### config.mk
export PLATFORM = sky130hd
export DESIGN_NAME = slope_delta_codec_pll_control_register_bank
export DESIGN_NICKNAME = d
export VERILOG_FILES = /design/src/rtl/slope_delta_codec_pll_ctrl_pkg.sv /design/src/rtl/slope_delta_codec_pll_control_register_bank.sv
export VERILOG_INCLUDE_DIRS = /design/src /design/src/rtl
export SDC_FILE = /design/constraint.sdc
export NUM_CORES = 1
export LEC_CHECK = 0
export ABC_AREA = 1
export CAP_MARGIN = 20
export CORE_MARGIN = 2
export CORE_UTILIZATION = 30
export DETAILED_ROUTE_END_ITERATION = 10
export DONT_BUFFER_PORTS = 1
export GPL_ROUTABILITY_DRIVEN = 0
export PLACE_DENSITY = 0.42
export SETUP_SLACK_MARGIN = 0.5
export SKIP_CTS_REPAIR_TIMING = 1
export SLEW_MARGIN = 30
export SYNTH_ARGS = -nofsm -noshare
export SYNTH_HDL_FRONTEND = slang
export SYNTH_SLANG_ARGS = --single-unit
### constraint.sdc
create_clock -name SYS_CLK -period 1.57 [get_ports SYS_CLK]
set_clock_uncertainty 0.2 [all_clocks]
set_input_delay 0.2355 -clock SYS_CLK [delete_from_list [all_inputs] [get_ports SYS_CLK]]
set_output_delay 0.2355 -clock SYS_CLK [all_outputs]
set_load 0.02 [all_outputs]
### src/rtl/slope_delta_codec_pll_ctrl_regs.svh
`ifndef SLOPE_DELTA_CODEC_PLL_CTRL_REGS_SVH
`define SLOPE_DELTA_CODEC_PLL_CTRL_REGS_SVH

// ********************************************************************
// Register numbers on the control port
// ********************************************************************
`define ADDR_TX_PLL_DIVIDER 4'h1
`define ADDR_RX_PLL_DIVIDER 4'h2
`define ADDR_LO2_AND_DETECT 4'h3
`define ADDR_REF_AND_CLK_DIV 4'h4
`define ADDR_IDLE_MODEM_STATUS 4'h5
`define ADDR_MUTE_AND_GAIN 4'h6
`define ADDR_LOOP_AND_PATH 4'h7
`define ADDR_TX_CODE_WORD 4'h8
`define ADDR_TX_DATA_WORD 4'h9
`define ADDR_RX_DATA_WORD 4'hA

// ********************************************************************
// Power-up values
// ********************************************************************
`define RST_TX_PLL_DIVIDER 24'h000240
`define RST_RX_PLL_DIVIDER 24'h000240
`define RST_LO2_AND_DETECT 24'h6F8004
`define RST_REF_AND_CLK_DIV 24'h820800
`define RST_IDLE_MODEM_STATUS 24'h023800
`define RST_MUTE_AND_GAIN 16'h23C0
`define RST_LOOP_AND_PATH 24'h001A00
`define RST_TX_CODE_WORD 24'h000000
`define RST_TX_DATA_WORD 24'h000000
`define RST_RX_DATA_WORD 24'h000000

// ********************************************************************
// Writable bit masks
// ********************************************************************
`define MASK_PLL_DIVIDER 24'h7FFFFF
`define MASK_FULL_WORD 24'hFFFFFF
`define MASK_IDLE_MODEM 24'h1BF800
`define MASK_MUTE_AND_GAIN 16'hFFFF
`define MASK_LOOP_AND_PATH 24'hFC7FFF

// ********************************************************************
// Field positions
// ********************************************************************
`define F_SWALLOW 6:0
`define F_MAIN 19:7
`define B_CP_HIGH 20
`define F_MIN_STEP 22:21
`define F_LO2_DIV 13:0
`define B_LO2_CP_HIGH 14
`define F_CODEC_RATE 16:15
`define F_DET_TRIM 20:17
`define F_DET_THRESH 23:21
`define F_REF_DIV 11:0
`define F_SCF_DIV 17:12
`define F_ENC_CLK_DIV 23:18
`define F_IDLE_DELAY 14:11
`define F_IDLE_THRESH 17:15
`define B_SLICER_INV 19
`define B_MODEM_MODE 20
`define B_IDLE_STAT 21
`define B_CODE_STAT 22
`define B_DET_STAT 23
`define B_PA_MUTE 0
`define B_RX_MUTE 1
`define B_TX_MUTE 2
`define B_RX_PATTERN 3
`define B_TX_PATTERN 4
`define B_CARRIER_MODE 5
`define F_RX_GAIN 10:6
`define F_TX_GAIN 15:11
`define B_CLKREC_BYP 0
`define B_SCRAMBLE_BYP 1
`define B_IDLE_AUTO_DIS 2
`define B_DETECT_BYP 3
`define F_MP_ONE 5:4
`define F_MP_TWO 7:6
`define F_SCRAMBLE_TAP 10:8
`define B_CODE_LONG 11
`define B_DATA_LONG 12
`define B_RAIL_MODE 13
`define B_CHARGE_COMP_DIS 14
`define F_TANK_SEL 20:18
`define B_LO2_CP_INV 21
`define B_RX_CP_INV 22
`define B_TX_CP_INV 23

`endif

### src/rtl/slope_delta_codec_pll_ctrl_pkg.sv
package slope_delta_codec_pll_ctrl_pkg;

  typedef logic [23:0] word_type;
  typedef logic [3:0] reg_addr_type;

  typedef struct packed {
    word_type tx_pll;
    word_type rx_pll;
    word_type lo2_det;
    word_type ref_clk;
    word_type idle_modem;
    logic [15:0] mute_gain;
    word_type loop_path;
    word_type code_word;
    word_type data_word;
    word_type rx_word;
    word_type rd_data;
    logic enc_idle_action;
  } bank_state_type;

endpackage : slope_delta_codec_pll_ctrl_pkg

### src/rtl/slope_delta_codec_pll_control_register_bank.sv
// What this block does
// - Transmit and receive PLLs hold 7-bit swallow and 13-bit main counters.
// - Register 3 low fourteen bits hold the second oscillator divider, default 4.
// - Register 4 low twelve bits hold reference divider, default hex 800.
// - Register 7 bit 13 picks rail swing or current mode for modulus outputs.
// - Charge-pump current selects: 1/20, 2/20, 3/14; one means 400 microamps.
// - Register 7 bits 21 to 23 invert second oscillator, receive, transmit pumps.
// - Register 7 bits 20 to 18 select tank capacitor, default 000.
// - Decoder and encoder minimum step sizes sit in bits 22:21 of registers 1, 2.
// - Register 3 bits 16:15 set codec clock rate, default 11.
// - Register 4 holds codec encoder and filter clock dividers, default 100000.
// - Register 6 bits 3, 4 route receive and transmit pattern generators.
// - Register 7 bit 14 disables codec charge compensation, default zero.
// - Idle detector delay in 5[14:11] default 0111, threshold 5[17:15] default 100.
// - Register 7 bit 2 stops encoder idle action; status bit 5/21 still reports.
// - Slicer invert, modem mode, clock recovery bypass, data detect bypass bits.
// - Register 5 bit 22 reads back the status pin, code word found.
// - Register 7 bits 11, 12 pick 24-bit or 16-bit code and data words.
// - Registers 8, 9 hold transmit words; register 10 returns last received word.
// - Register 7 bit 1 bypasses scrambling; bits 10:8 pick tap, default 010.
// - Register 7 bits 5:4 and 7:6 choose the two multipurpose pin functions.
// - Register 6 bits 0 to 2 mute amplifiers, receive and transmit speech.
// - Register 6 holds receive gain 10:6 default 01111, transmit 15:11 default 00100.
// - Detector threshold, reference trim, carrier mode and output readback bits.
`include "slope_delta_codec_pll_ctrl_regs.svh"
`timescale 1ns/1ns
`default_nettype none

module slope_delta_codec_pll_control_register_bank (
  // Clock and reset
  input wire logic SYS_CLK,
  input wire logic NRST,
  // Register port from the serial control interface
  input wire logic WR_STROBE,
  input wire slope_delta_codec_pll_ctrl_pkg::reg_addr_type WR_ADDR,
  input wire slope_delta_codec_pll_ctrl_pkg::word_type WR_DATA,
  input wire slope_delta_codec_pll_ctrl_pkg::reg_addr_type RD_ADDR,
  output logic [23:0] RD_DATA,
  // Status from the datapaths
  input wire logic IDLE_DETECTED,
  input wire logic CODE_WORD_FOUND,
  input wire logic DETECTOR_OUT,
  input wire logic RX_WORD_VALID,
  input wire slope_delta_codec_pll_ctrl_pkg::word_type RX_WORD,
  // PLL controls
  output logic [6:0] TX_SWALLOW,
  output logic [12:0] TX_MAIN,
  output logic TX_CP_HIGH,
  output logic [6:0] RX_SWALLOW,
  output logic [12:0] RX_MAIN,
  output logic RX_CP_HIGH,
  output logic [13:0] SECOND_LOCAL_OSCILLATOR_DIV,
  output logic SECOND_LOCAL_OSCILLATOR_CP_HIGH,
  output logic [11:0] REF_DIV,
  output logic MODULUS_RAIL_MODE,
  output logic TX_CP_INVERT,
  output logic RX_CP_INVERT,
  output logic SECOND_LOCAL_OSCILLATOR_CP_INVERT,
  output logic [2:0] TANK_CAP_SEL,
  // Codec controls
  output logic [1:0] DEC_MIN_STEP,
  output logic [1:0] ENC_MIN_STEP,
  output logic [1:0] CODEC_RATE,
  output logic [5:0] ENC_CLK_DIV,
  output logic [5:0] SCF_CLK_DIV,
  output logic RX_PATTERN_SEL,
  output logic TX_PATTERN_SEL,
  output logic CHARGE_COMP_DISABLE,
  // Idle channel detector
  output logic [3:0] IDLE_DELAY,
  output logic [2:0] IDLE_THRESH,
  output logic IDLE_AUTO_DISABLE,
  output logic ENC_IDLE_ACTION,
  // Data path controls
  output logic SLICER_INVERT,
  output logic MODEM_MODE,
  output logic CLKREC_BYPASS,
  output logic DETECT_BYPASS,
  output logic SCRAMBLE_BYPASS,
  output logic [2:0] SCRAMBLE_TAP,
  output logic CODE_WORD_LONG,
  output logic DATA_WORD_LONG,
  output logic [23:0] TX_CODE_WORD,
  output logic [23:0] TX_DATA_WORD,
  // Pins, audio and detector
  output logic [1:0] MULTIPURPOSE_PIN_ONE_SEL,
  output logic [1:0] MULTIPURPOSE_PIN_TWO_SEL,
  output logic PA_MUTE,
  output logic RX_MUTE,
  output logic TX_MUTE,
  output logic [4:0] RX_GAIN,
  output logic [4:0] TX_GAIN,
  output logic [2:0] DET_THRESH,
  output logic [3:0] BATTERY_REFERENCE_VOLTAGE_TRIM,
  output logic CARRIER_MODE
);
  import slope_delta_codec_pll_ctrl_pkg::*;

  // ******************************************************************
  // State
  // ******************************************************************
  bank_state_type state_q;
  bank_state_type state_d;

  // Masking keeps unassigned positions at zero, so they need no read filter.
  function automatic word_type masked_write(input word_type old_v, input word_type new_v,
                                            input word_type mask, input logic hit);
    masked_write = hit ? (new_v & mask) : old_v;
  endfunction : masked_write

  function automatic logic wr_hit(input logic stb, input reg_addr_type a,
                                  input reg_addr_type target);
    wr_hit = stb && (a == target);
  endfunction : wr_hit

  // ******************************************************************
  // Next state
  // ******************************************************************
  always_comb begin
    state_d = state_q;
    state_d.tx_pll = masked_write(state_q.tx_pll, WR_DATA, `MASK_PLL_DIVIDER,
                                  wr_hit(WR_STROBE, WR_ADDR, `ADDR_TX_PLL_DIVIDER));
    state_d.rx_pll = masked_write(state_q.rx_pll, WR_DATA, `MASK_PLL_DIVIDER,
                                  wr_hit(WR_STROBE, WR_ADDR, `ADDR_RX_PLL_DIVIDER));
    state_d.lo2_det = masked_write(state_q.lo2_det, WR_DATA, `MASK_FULL_WORD,
                                   wr_hit(WR_STROBE, WR_ADDR, `ADDR_LO2_AND_DETECT));
    state_d.ref_clk = masked_write(state_q.ref_clk, WR_DATA, `MASK_FULL_WORD,
                                   wr_hit(WR_STROBE, WR_ADDR, `ADDR_REF_AND_CLK_DIV));
    state_d.idle_modem = masked_write(state_q.idle_modem, WR_DATA, `MASK_IDLE_MODEM,
                                      wr_hit(WR_STROBE, WR_ADDR, `ADDR_IDLE_MODEM_STATUS));
    state_d.mute_gain = 16'(masked_write({8'h00, state_q.mute_gain}, WR_DATA,
                            {8'h00, `MASK_MUTE_AND_GAIN},
                            wr_hit(WR_STROBE, WR_ADDR, `ADDR_MUTE_AND_GAIN)));
    state_d.loop_path = masked_write(state_q.loop_path, WR_DATA, `MASK_LOOP_AND_PATH,
                                     wr_hit(WR_STROBE, WR_ADDR, `ADDR_LOOP_AND_PATH));
    state_d.code_word = masked_write(state_q.code_word, WR_DATA, `MASK_FULL_WORD,
                                     wr_hit(WR_STROBE, WR_ADDR, `ADDR_TX_CODE_WORD));
    state_d.data_word = masked_write(state_q.data_word, WR_DATA, `MASK_FULL_WORD,
                                     wr_hit(WR_STROBE, WR_ADDR, `ADDR_TX_DATA_WORD));
    if (RX_WORD_VALID) begin
      state_d.rx_word = RX_WORD;
    end
    // The idle flag itself is always reported; only the encoder action is gated.
    state_d.enc_idle_action = IDLE_DETECTED & ~state_q.loop_path[`B_IDLE_AUTO_DIS];
    unique case (RD_ADDR)
      `ADDR_TX_PLL_DIVIDER: state_d.rd_data = state_q.tx_pll;
      `ADDR_RX_PLL_DIVIDER: state_d.rd_data = state_q.rx_pll;
      `ADDR_LO2_AND_DETECT: state_d.rd_data = state_q.lo2_det;
      `ADDR_REF_AND_CLK_DIV: state_d.rd_data = state_q.ref_clk;
      `ADDR_IDLE_MODEM_STATUS: begin
        state_d.rd_data = state_q.idle_modem;
        state_d.rd_data[`B_IDLE_STAT] = IDLE_DETECTED;
        state_d.rd_data[`B_CODE_STAT] = CODE_WORD_FOUND;
        state_d.rd_data[`B_DET_STAT] = DETECTOR_OUT;
      end
      `ADDR_MUTE_AND_GAIN: state_d.rd_data = {8'h00, state_q.mute_gain};
      `ADDR_LOOP_AND_PATH: state_d.rd_data = state_q.loop_path;
      `ADDR_TX_CODE_WORD: state_d.rd_data = state_q.code_word;
      `ADDR_TX_DATA_WORD: state_d.rd_data = state_q.data_word;
      `ADDR_RX_DATA_WORD: state_d.rd_data = state_q.rx_word;
      default: state_d.rd_data = 24'h000000;
    endcase
  end

  // ******************************************************************
  // Registers
  // ******************************************************************
  always_ff @(posedge SYS_CLK) begin
    if (!NRST) begin
      state_q.tx_pll <= `RST_TX_PLL_DIVIDER;
      state_q.rx_pll <= `RST_RX_PLL_DIVIDER;
      state_q.lo2_det <= `RST_LO2_AND_DETECT;
      state_q.ref_clk <= `RST_REF_AND_CLK_DIV;
      state_q.idle_modem <= `RST_IDLE_MODEM_STATUS;
      state_q.mute_gain <= `RST_MUTE_AND_GAIN;
      state_q.loop_path <= `RST_LOOP_AND_PATH;
      state_q.code_word <= `RST_TX_CODE_WORD;
      state_q.data_word <= `RST_TX_DATA_WORD;
      state_q.rx_word <= `RST_RX_DATA_WORD;
      state_q.rd_data <= 24'h000000;
      state_q.enc_idle_action <= 1'b0;
    end else begin
      state_q <= state_d;
    end
  end

  // ******************************************************************
  // Field outputs
  // ******************************************************************
  assign RD_DATA = state_q.rd_data;
  assign TX_SWALLOW = state_q.tx_pll[`F_SWALLOW];
  assign TX_MAIN = state_q.tx_pll[`F_MAIN];
  assign TX_CP_HIGH = state_q.tx_pll[`B_CP_HIGH];
  assign DEC_MIN_STEP = state_q.tx_pll[`F_MIN_STEP];
  assign RX_SWALLOW = state_q.rx_pll[`F_SWALLOW];
  assign RX_MAIN = state_q.rx_pll[`F_MAIN];
  assign RX_CP_HIGH = state_q.rx_pll[`B_CP_HIGH];
  assign ENC_MIN_STEP = state_q.rx_pll[`F_MIN_STEP];
  assign SECOND_LOCAL_OSCILLATOR_DIV = state_q.lo2_det[`F_LO2_DIV];
  assign SECOND_LOCAL_OSCILLATOR_CP_HIGH = state_q.lo2_det[`B_LO2_CP_HIGH];
  assign CODEC_RATE = state_q.lo2_det[`F_CODEC_RATE];
  assign BATTERY_REFERENCE_VOLTAGE_TRIM = state_q.lo2_det[`F_DET_TRIM];
  assign DET_THRESH = state_q.lo2_det[`F_DET_THRESH];
  assign REF_DIV = state_q.ref_clk[`F_REF_DIV];
  assign SCF_CLK_DIV = state_q.ref_clk[`F_SCF_DIV];
  assign ENC_CLK_DIV = state_q.ref_clk[`F_ENC_CLK_DIV];
  assign IDLE_DELAY = state_q.idle_modem[`F_IDLE_DELAY];
  assign IDLE_THRESH = state_q.idle_modem[`F_IDLE_THRESH];
  assign SLICER_INVERT = state_q.idle_modem[`B_SLICER_INV];
  assign MODEM_MODE = state_q.idle_modem[`B_MODEM_MODE];
  assign PA_MUTE = state_q.mute_gain[`B_PA_MUTE];
  assign RX_MUTE = state_q.mute_gain[`B_RX_MUTE];
  assign TX_MUTE = state_q.mute_gain[`B_TX_MUTE];
  assign RX_PATTERN_SEL = state_q.mute_gain[`B_RX_PATTERN];
  assign TX_PATTERN_SEL = state_q.mute_gain[`B_TX_PATTERN];
  assign CARRIER_MODE = state_q.mute_gain[`B_CARRIER_MODE];
  assign RX_GAIN = state_q.mute_gain[`F_RX_GAIN];
  assign TX_GAIN = state_q.mute_gain[`F_TX_GAIN];
  assign CLKREC_BYPASS = state_q.loop_path[`B_CLKREC_BYP];
  assign SCRAMBLE_BYPASS = state_q.loop_path[`B_SCRAMBLE_BYP];
  assign IDLE_AUTO_DISABLE = state_q.loop_path[`B_IDLE_AUTO_DIS];
  assign DETECT_BYPASS = state_q.loop_path[`B_DETECT_BYP];
  assign MULTIPURPOSE_PIN_ONE_SEL = state_q.loop_path[`F_MP_ONE];
  assign MULTIPURPOSE_PIN_TWO_SEL = state_q.loop_path[`F_MP_TWO];
  assign SCRAMBLE_TAP = state_q.loop_path[`F_SCRAMBLE_TAP];
  assign CODE_WORD_LONG = state_q.loop_path[`B_CODE_LONG];
  assign DATA_WORD_LONG = state_q.loop_path[`B_DATA_LONG];
  assign MODULUS_RAIL_MODE = state_q.loop_path[`B_RAIL_MODE];
  assign CHARGE_COMP_DISABLE = state_q.loop_path[`B_CHARGE_COMP_DIS];
  assign TANK_CAP_SEL = state_q.loop_path[`F_TANK_SEL];
  assign SECOND_LOCAL_OSCILLATOR_CP_INVERT = state_q.loop_path[`B_LO2_CP_INV];
  assign RX_CP_INVERT = state_q.loop_path[`B_RX_CP_INV];
  assign TX_CP_INVERT = state_q.loop_path[`B_TX_CP_INV];
  assign ENC_IDLE_ACTION = state_q.enc_idle_action;
  assign TX_CODE_WORD = state_q.code_word;
  assign TX_DATA_WORD = state_q.data_word;
endmodule : slope_delta_codec_pll_control_register_bank

`default_nettype wire

==> flow_results.org <==
** Timing
- Setup repair after global routing could not meet its margin everywhere.
- Hold Violations, Final :: 232
- Measured against its own limit, the worst slew margin works out to 54.0%.
- On the final layout, the worst hold slack is -0.372 ns.
- Max-slew violation total from the final report :: 0
- Setup violations remaining at the end of the flow were counted as 0.
- Min Tclk post-route :: 1.52 ns
- Post-route clock period utilization :: 97.1%
- Maximum clock frequency :: 0.656 GHz
- Worst-margin pin slew :: 0.688 ns

** CTS
- At the later pin of the worst-skew pair, clock insertion delay measures 0.56 ns.
- The number of clock buffers added by TritonCTS is 29.
- TritonCTS clock tree :: built
- Master cell of the clock root buffer :: clkbuf_16
- Counting every sink on the clock net gives 237.
- CTS built an H-tree with a depth of 1.
- Maximum clock insertion buffer count :: 3
- Clock input transition at the sequential cells of the worst setup and hold paths :: 0.06 ns

** Critical path
- Broken down by cell family, the worst path's largest delay share belongs to flip-flops.
- STA classifies the critical path endpoint as an output pin.
- Critical register-to-register path endpoint :: RD_DATA[22]$_SDFF_PN0_
- In this run the worst path has a maximum fanout of 3.
- Count of buffering cells on the critical path with inverters included :: 1
- Internal reg-to-reg setup slack :: 0.27 ns
- Crit path cell chain :: buf_6
- The worst register-to-register path begins at TX_DATA_WORD[22]$_SDFFE_PN0P_.
- Cell with the largest stage delay on the worst path :: dfxtp_4
- Kind of launch point of the worst setup path :: register
- In this design, the stage delay of the slowest critical-path cell is 0.40 ns.
- Length in cells of the worst reg-to-reg path :: 8
- STA puts the critical path data arrival time at 1.09 ns.
- For the worst setup path, the data required time is 1.13 ns.
- Critical Setup Path Class :: reg2out

** Route
- Using the TritonRoute via totals, the vias-per-cell ratio works out to 4.70.
- First-pass DRT Iterations :: 4
- Routed wire length :: 48,600 um
- Dividing the detail-routed wire length by the instance count gives 21.3 um.
- The routed layout has 10,700 vias.
- Remaining routing DRC violations :: 0
- Number of DRC markers in iteration 0 :: 608
- In this run the remaining antenna-violating nets after routing total 0.

** Logic synthesis
- The cell count after synthesis came out at 1,674.
- For this run, the leading register cell type out of synthesis is dfxtp_1.
- The top cell type by area accounts for 41.6% of the synthesized area.
- Post-synthesis sequential element count :: 237
- By area the synthesized netlist is led by dfxtp_1, buf_4, nor2_1.
- Synth Area in Compound Gates :: 9.70%
- Library cells used by synthesis :: 20
- Summing the areas of all xor and xnor instances in the mapped netlist gives 0% of the synthesized area.
- Largest family of logic cells by synthesized area :: simple AND/OR/NAND/NOR gates
- Count of warnings emitted by yosys :: 0
- Fraction of the mapped netlist area in simple logic gates :: 29.6%
- Average size of a mapped cell :: 6.81 sq um
- When the netlist entered floorplanning its net count stood at 1,737.
- For this run, asynchronously set or reset flops after synthesis account for 0%.
- EDFF count, synth :: 0
- The biggest area contributor in the post-synthesis netlist is dfxtp_1.
- Summing the sequential cell areas from Yosys gives 41.6% of the chip area.
- The mapped netlist covers 0.0114 sq mm.
- The portion of synthesized area spent on multiplexers is 0%.
- Fraction of the mapped netlist area in adder cells :: 0%

** Min path
- Worst hold start :: NRST
- Path class of the lowest-slack min-delay path :: in2reg
- Along the worst hold path, the cell count comes to 2.
- Worst-case hold path end point :: TX_MAIN[9]$_SDFFE_PN0P_

** Power and ir drop
- Pwr Density :: 907 mW/mm^2
- Peak supply drop :: 0.842 mV
- Summed over all cells, the static leakage comes to 7.18 nW.

** Global route
- The via count of the first global-routing pass is 9,419.
- Entering global routing, the biggest net connects 218 pins.
- Global router's overall resource usage :: 23.1%
- The number of antenna violations at the first check in global routing is 2.
- The total overflow left after global routing is 0.
- The first global-routing pass estimated 66,600 um of wire.

** Floorplanning
- Floorplan die width :: 199 um
- After floorplanning, the core was sized to cover 0.0376 sq mm.
- The die is 199 um tall.
- The initialized floorplan defines 71 standard-cell rows.
- Die ar. :: 0.0396 sq mm
- Initial core utilization :: 30.4%
- Ports :: 276

** Status
- Result of the run :: finished with violations
- The checks that failed: hold timing.

** Flow run
- Across the run, the number of max-cap violations was 0.

** Finish
- Layout net count :: 1,818
- Growth of design area from synthesis to finish :: 38.5%
- Share of final-layout standard cells stronger than drive strength 1 :: 42.1%
- At the end of the flow the core is filled with cells to 42.0%.
- Final design area excluding fillers :: 0.0158 sq mm
- Commonest cells after routing, fill and taps aside :: nor2_1, nand2_1, buf_6, dfxtp_2, o21ai_0
- Leaving out fill and tap cells, the most frequent cell in the layout is nor2_1.

** Placed design
- In this run the cell area measured after placement is 0.0123 sq mm.
- Detailed placement ended at an HPWL of 33,200 um.
- In this run the tool buffered the top-level ports with 0 buffer cells.
-- kinds of logic (layout without fill, tap and decap cells) --
kind of cell,Yosys count,after routing
buffers and inverters,378,475
AO/OA/AOI/OAI,219,219
other,0,1
flip-flops,237,237
AND/OR/NAND/NOR,840,840
-- registers in the layout, indices dropped and copies added, names as in the netlist, 5 cells and up --
| register | flops |
|---|---|
| SECOND_LOCAL_OSCILLATOR_DIV | 14 |
| RX_MAIN | 13 |
| RX_SWALLOW | 7 |
| state_q | 24 |
| TX_DATA_WORD | 24 |
| TX_GAIN | 5 |
| TX_SWALLOW | 7 |
| TX_CODE_WORD | 24 |
| REF_DIV | 12 |
| SCF_CLK_DIV | 6 |
| RD_DATA | 24 |
| TX_MAIN | 13 |
| ENC_CLK_DIV | 6 |
| RX_GAIN | 5 |
-- layer usage --
layer  vias up  part of all wire, %  track usage [%]
li1       5250                    -                -
met1      5093                   46             32.8
met2       324                   44             35.0
met3        56                  8.0             6.22
met4         2                  1.8             4.34
met5         -                0.027                0
-- Yosys cell counts (4+ instances only) --
cell      count
o21ai_0     175
nor2_2        4
clkbuf_2      4
o211ai_1      4
nand2_1     306
inv_2         6
dfxtp_1     237
nand3_1     136
nor2_4        4
buf_2        20
nor2_1      386
buf_4       196
clkbuf_1     62
inv_1        79
buf_1         9
a21oi_1      38
-- worst max-delay path by stage --
stage               depth (start not counted)                     end  slack (ns)                            from
floorplan                                   8  RD_DATA[16]$_SDFF_PN0_        0.28                      RD_ADDR[3]
global placement                            9   RD_DATA[7]$_SDFF_PN0_       -0.17                      RD_ADDR[2]
detailed placement                         10  RD_DATA[10]$_SDFF_PN0_       -0.19                      RD_ADDR[2]
CTS                                         1       IDLE_AUTO_DISABLE       -0.17  IDLE_AUTO_DISABLE$_SDFFE_PN0P_
global route                                1       IDLE_AUTO_DISABLE        0.02  IDLE_AUTO_DISABLE$_SDFFE_PN0P_
finish                                      1       IDLE_AUTO_DISABLE        0.05  IDLE_AUTO_DISABLE$_SDFFE_PN0P_
-- final cells by class --
cell class	instances	area (sq um)
repair buffers	341	3580
diodes	1	2.50
multi-input cells	1059	5160
clock inverters	6	105
flip-flops and latches	237	5140
inverters	87	364
clock buffers	41	801
well taps	511	639
fillers	3877	21800
-- where the power goes --
| part | total (mW) | internal, mW | switching, mW |
|---|---|---|---|
| Clock | 6.64 | 3.98 | 2.66 |
| Sequential | 6.31 | 6.14 | 0.166 |
| Combinational | 1.38 | 0.561 | 0.822 |
| Total | 14.3 | 10.7 | 3.65 |
-- per-stage QoR --
| step | cells | power, mW | setup TNS, ns | worst slack [ns] | hold slack (ns) |
|---|---|---|---|---|---|
| after CTS | 2172 | 14.1 | -0.206 | -0.174 | -0.431 |
| final | 2283 | 14.3 | 0 | 0.0459 | -0.372 |
| after detailed placement | 2125 | 7.46 | -1.81 | -0.189 | 0.141 |
| after global placement | 2125 | 7.45 | -1.19 | -0.169 | 0.145 |
| after floorplan | 1674 | 7.29 | 0 | 0.280 | 0.149 |
| after global routing | 2283 | 14.8 | 0 | 0.0181 | -0.401 |
-- worst reg2reg max path, delay by kind of cell, from the launching register on --
kind / cells / cell delay, ns
DFF: 1 / 0.33
buffers and inverters: 3 / 0.28
and+or+nand+nor: 5 / 0.38
Note: power is estimated with default switching activity, not from simulation.
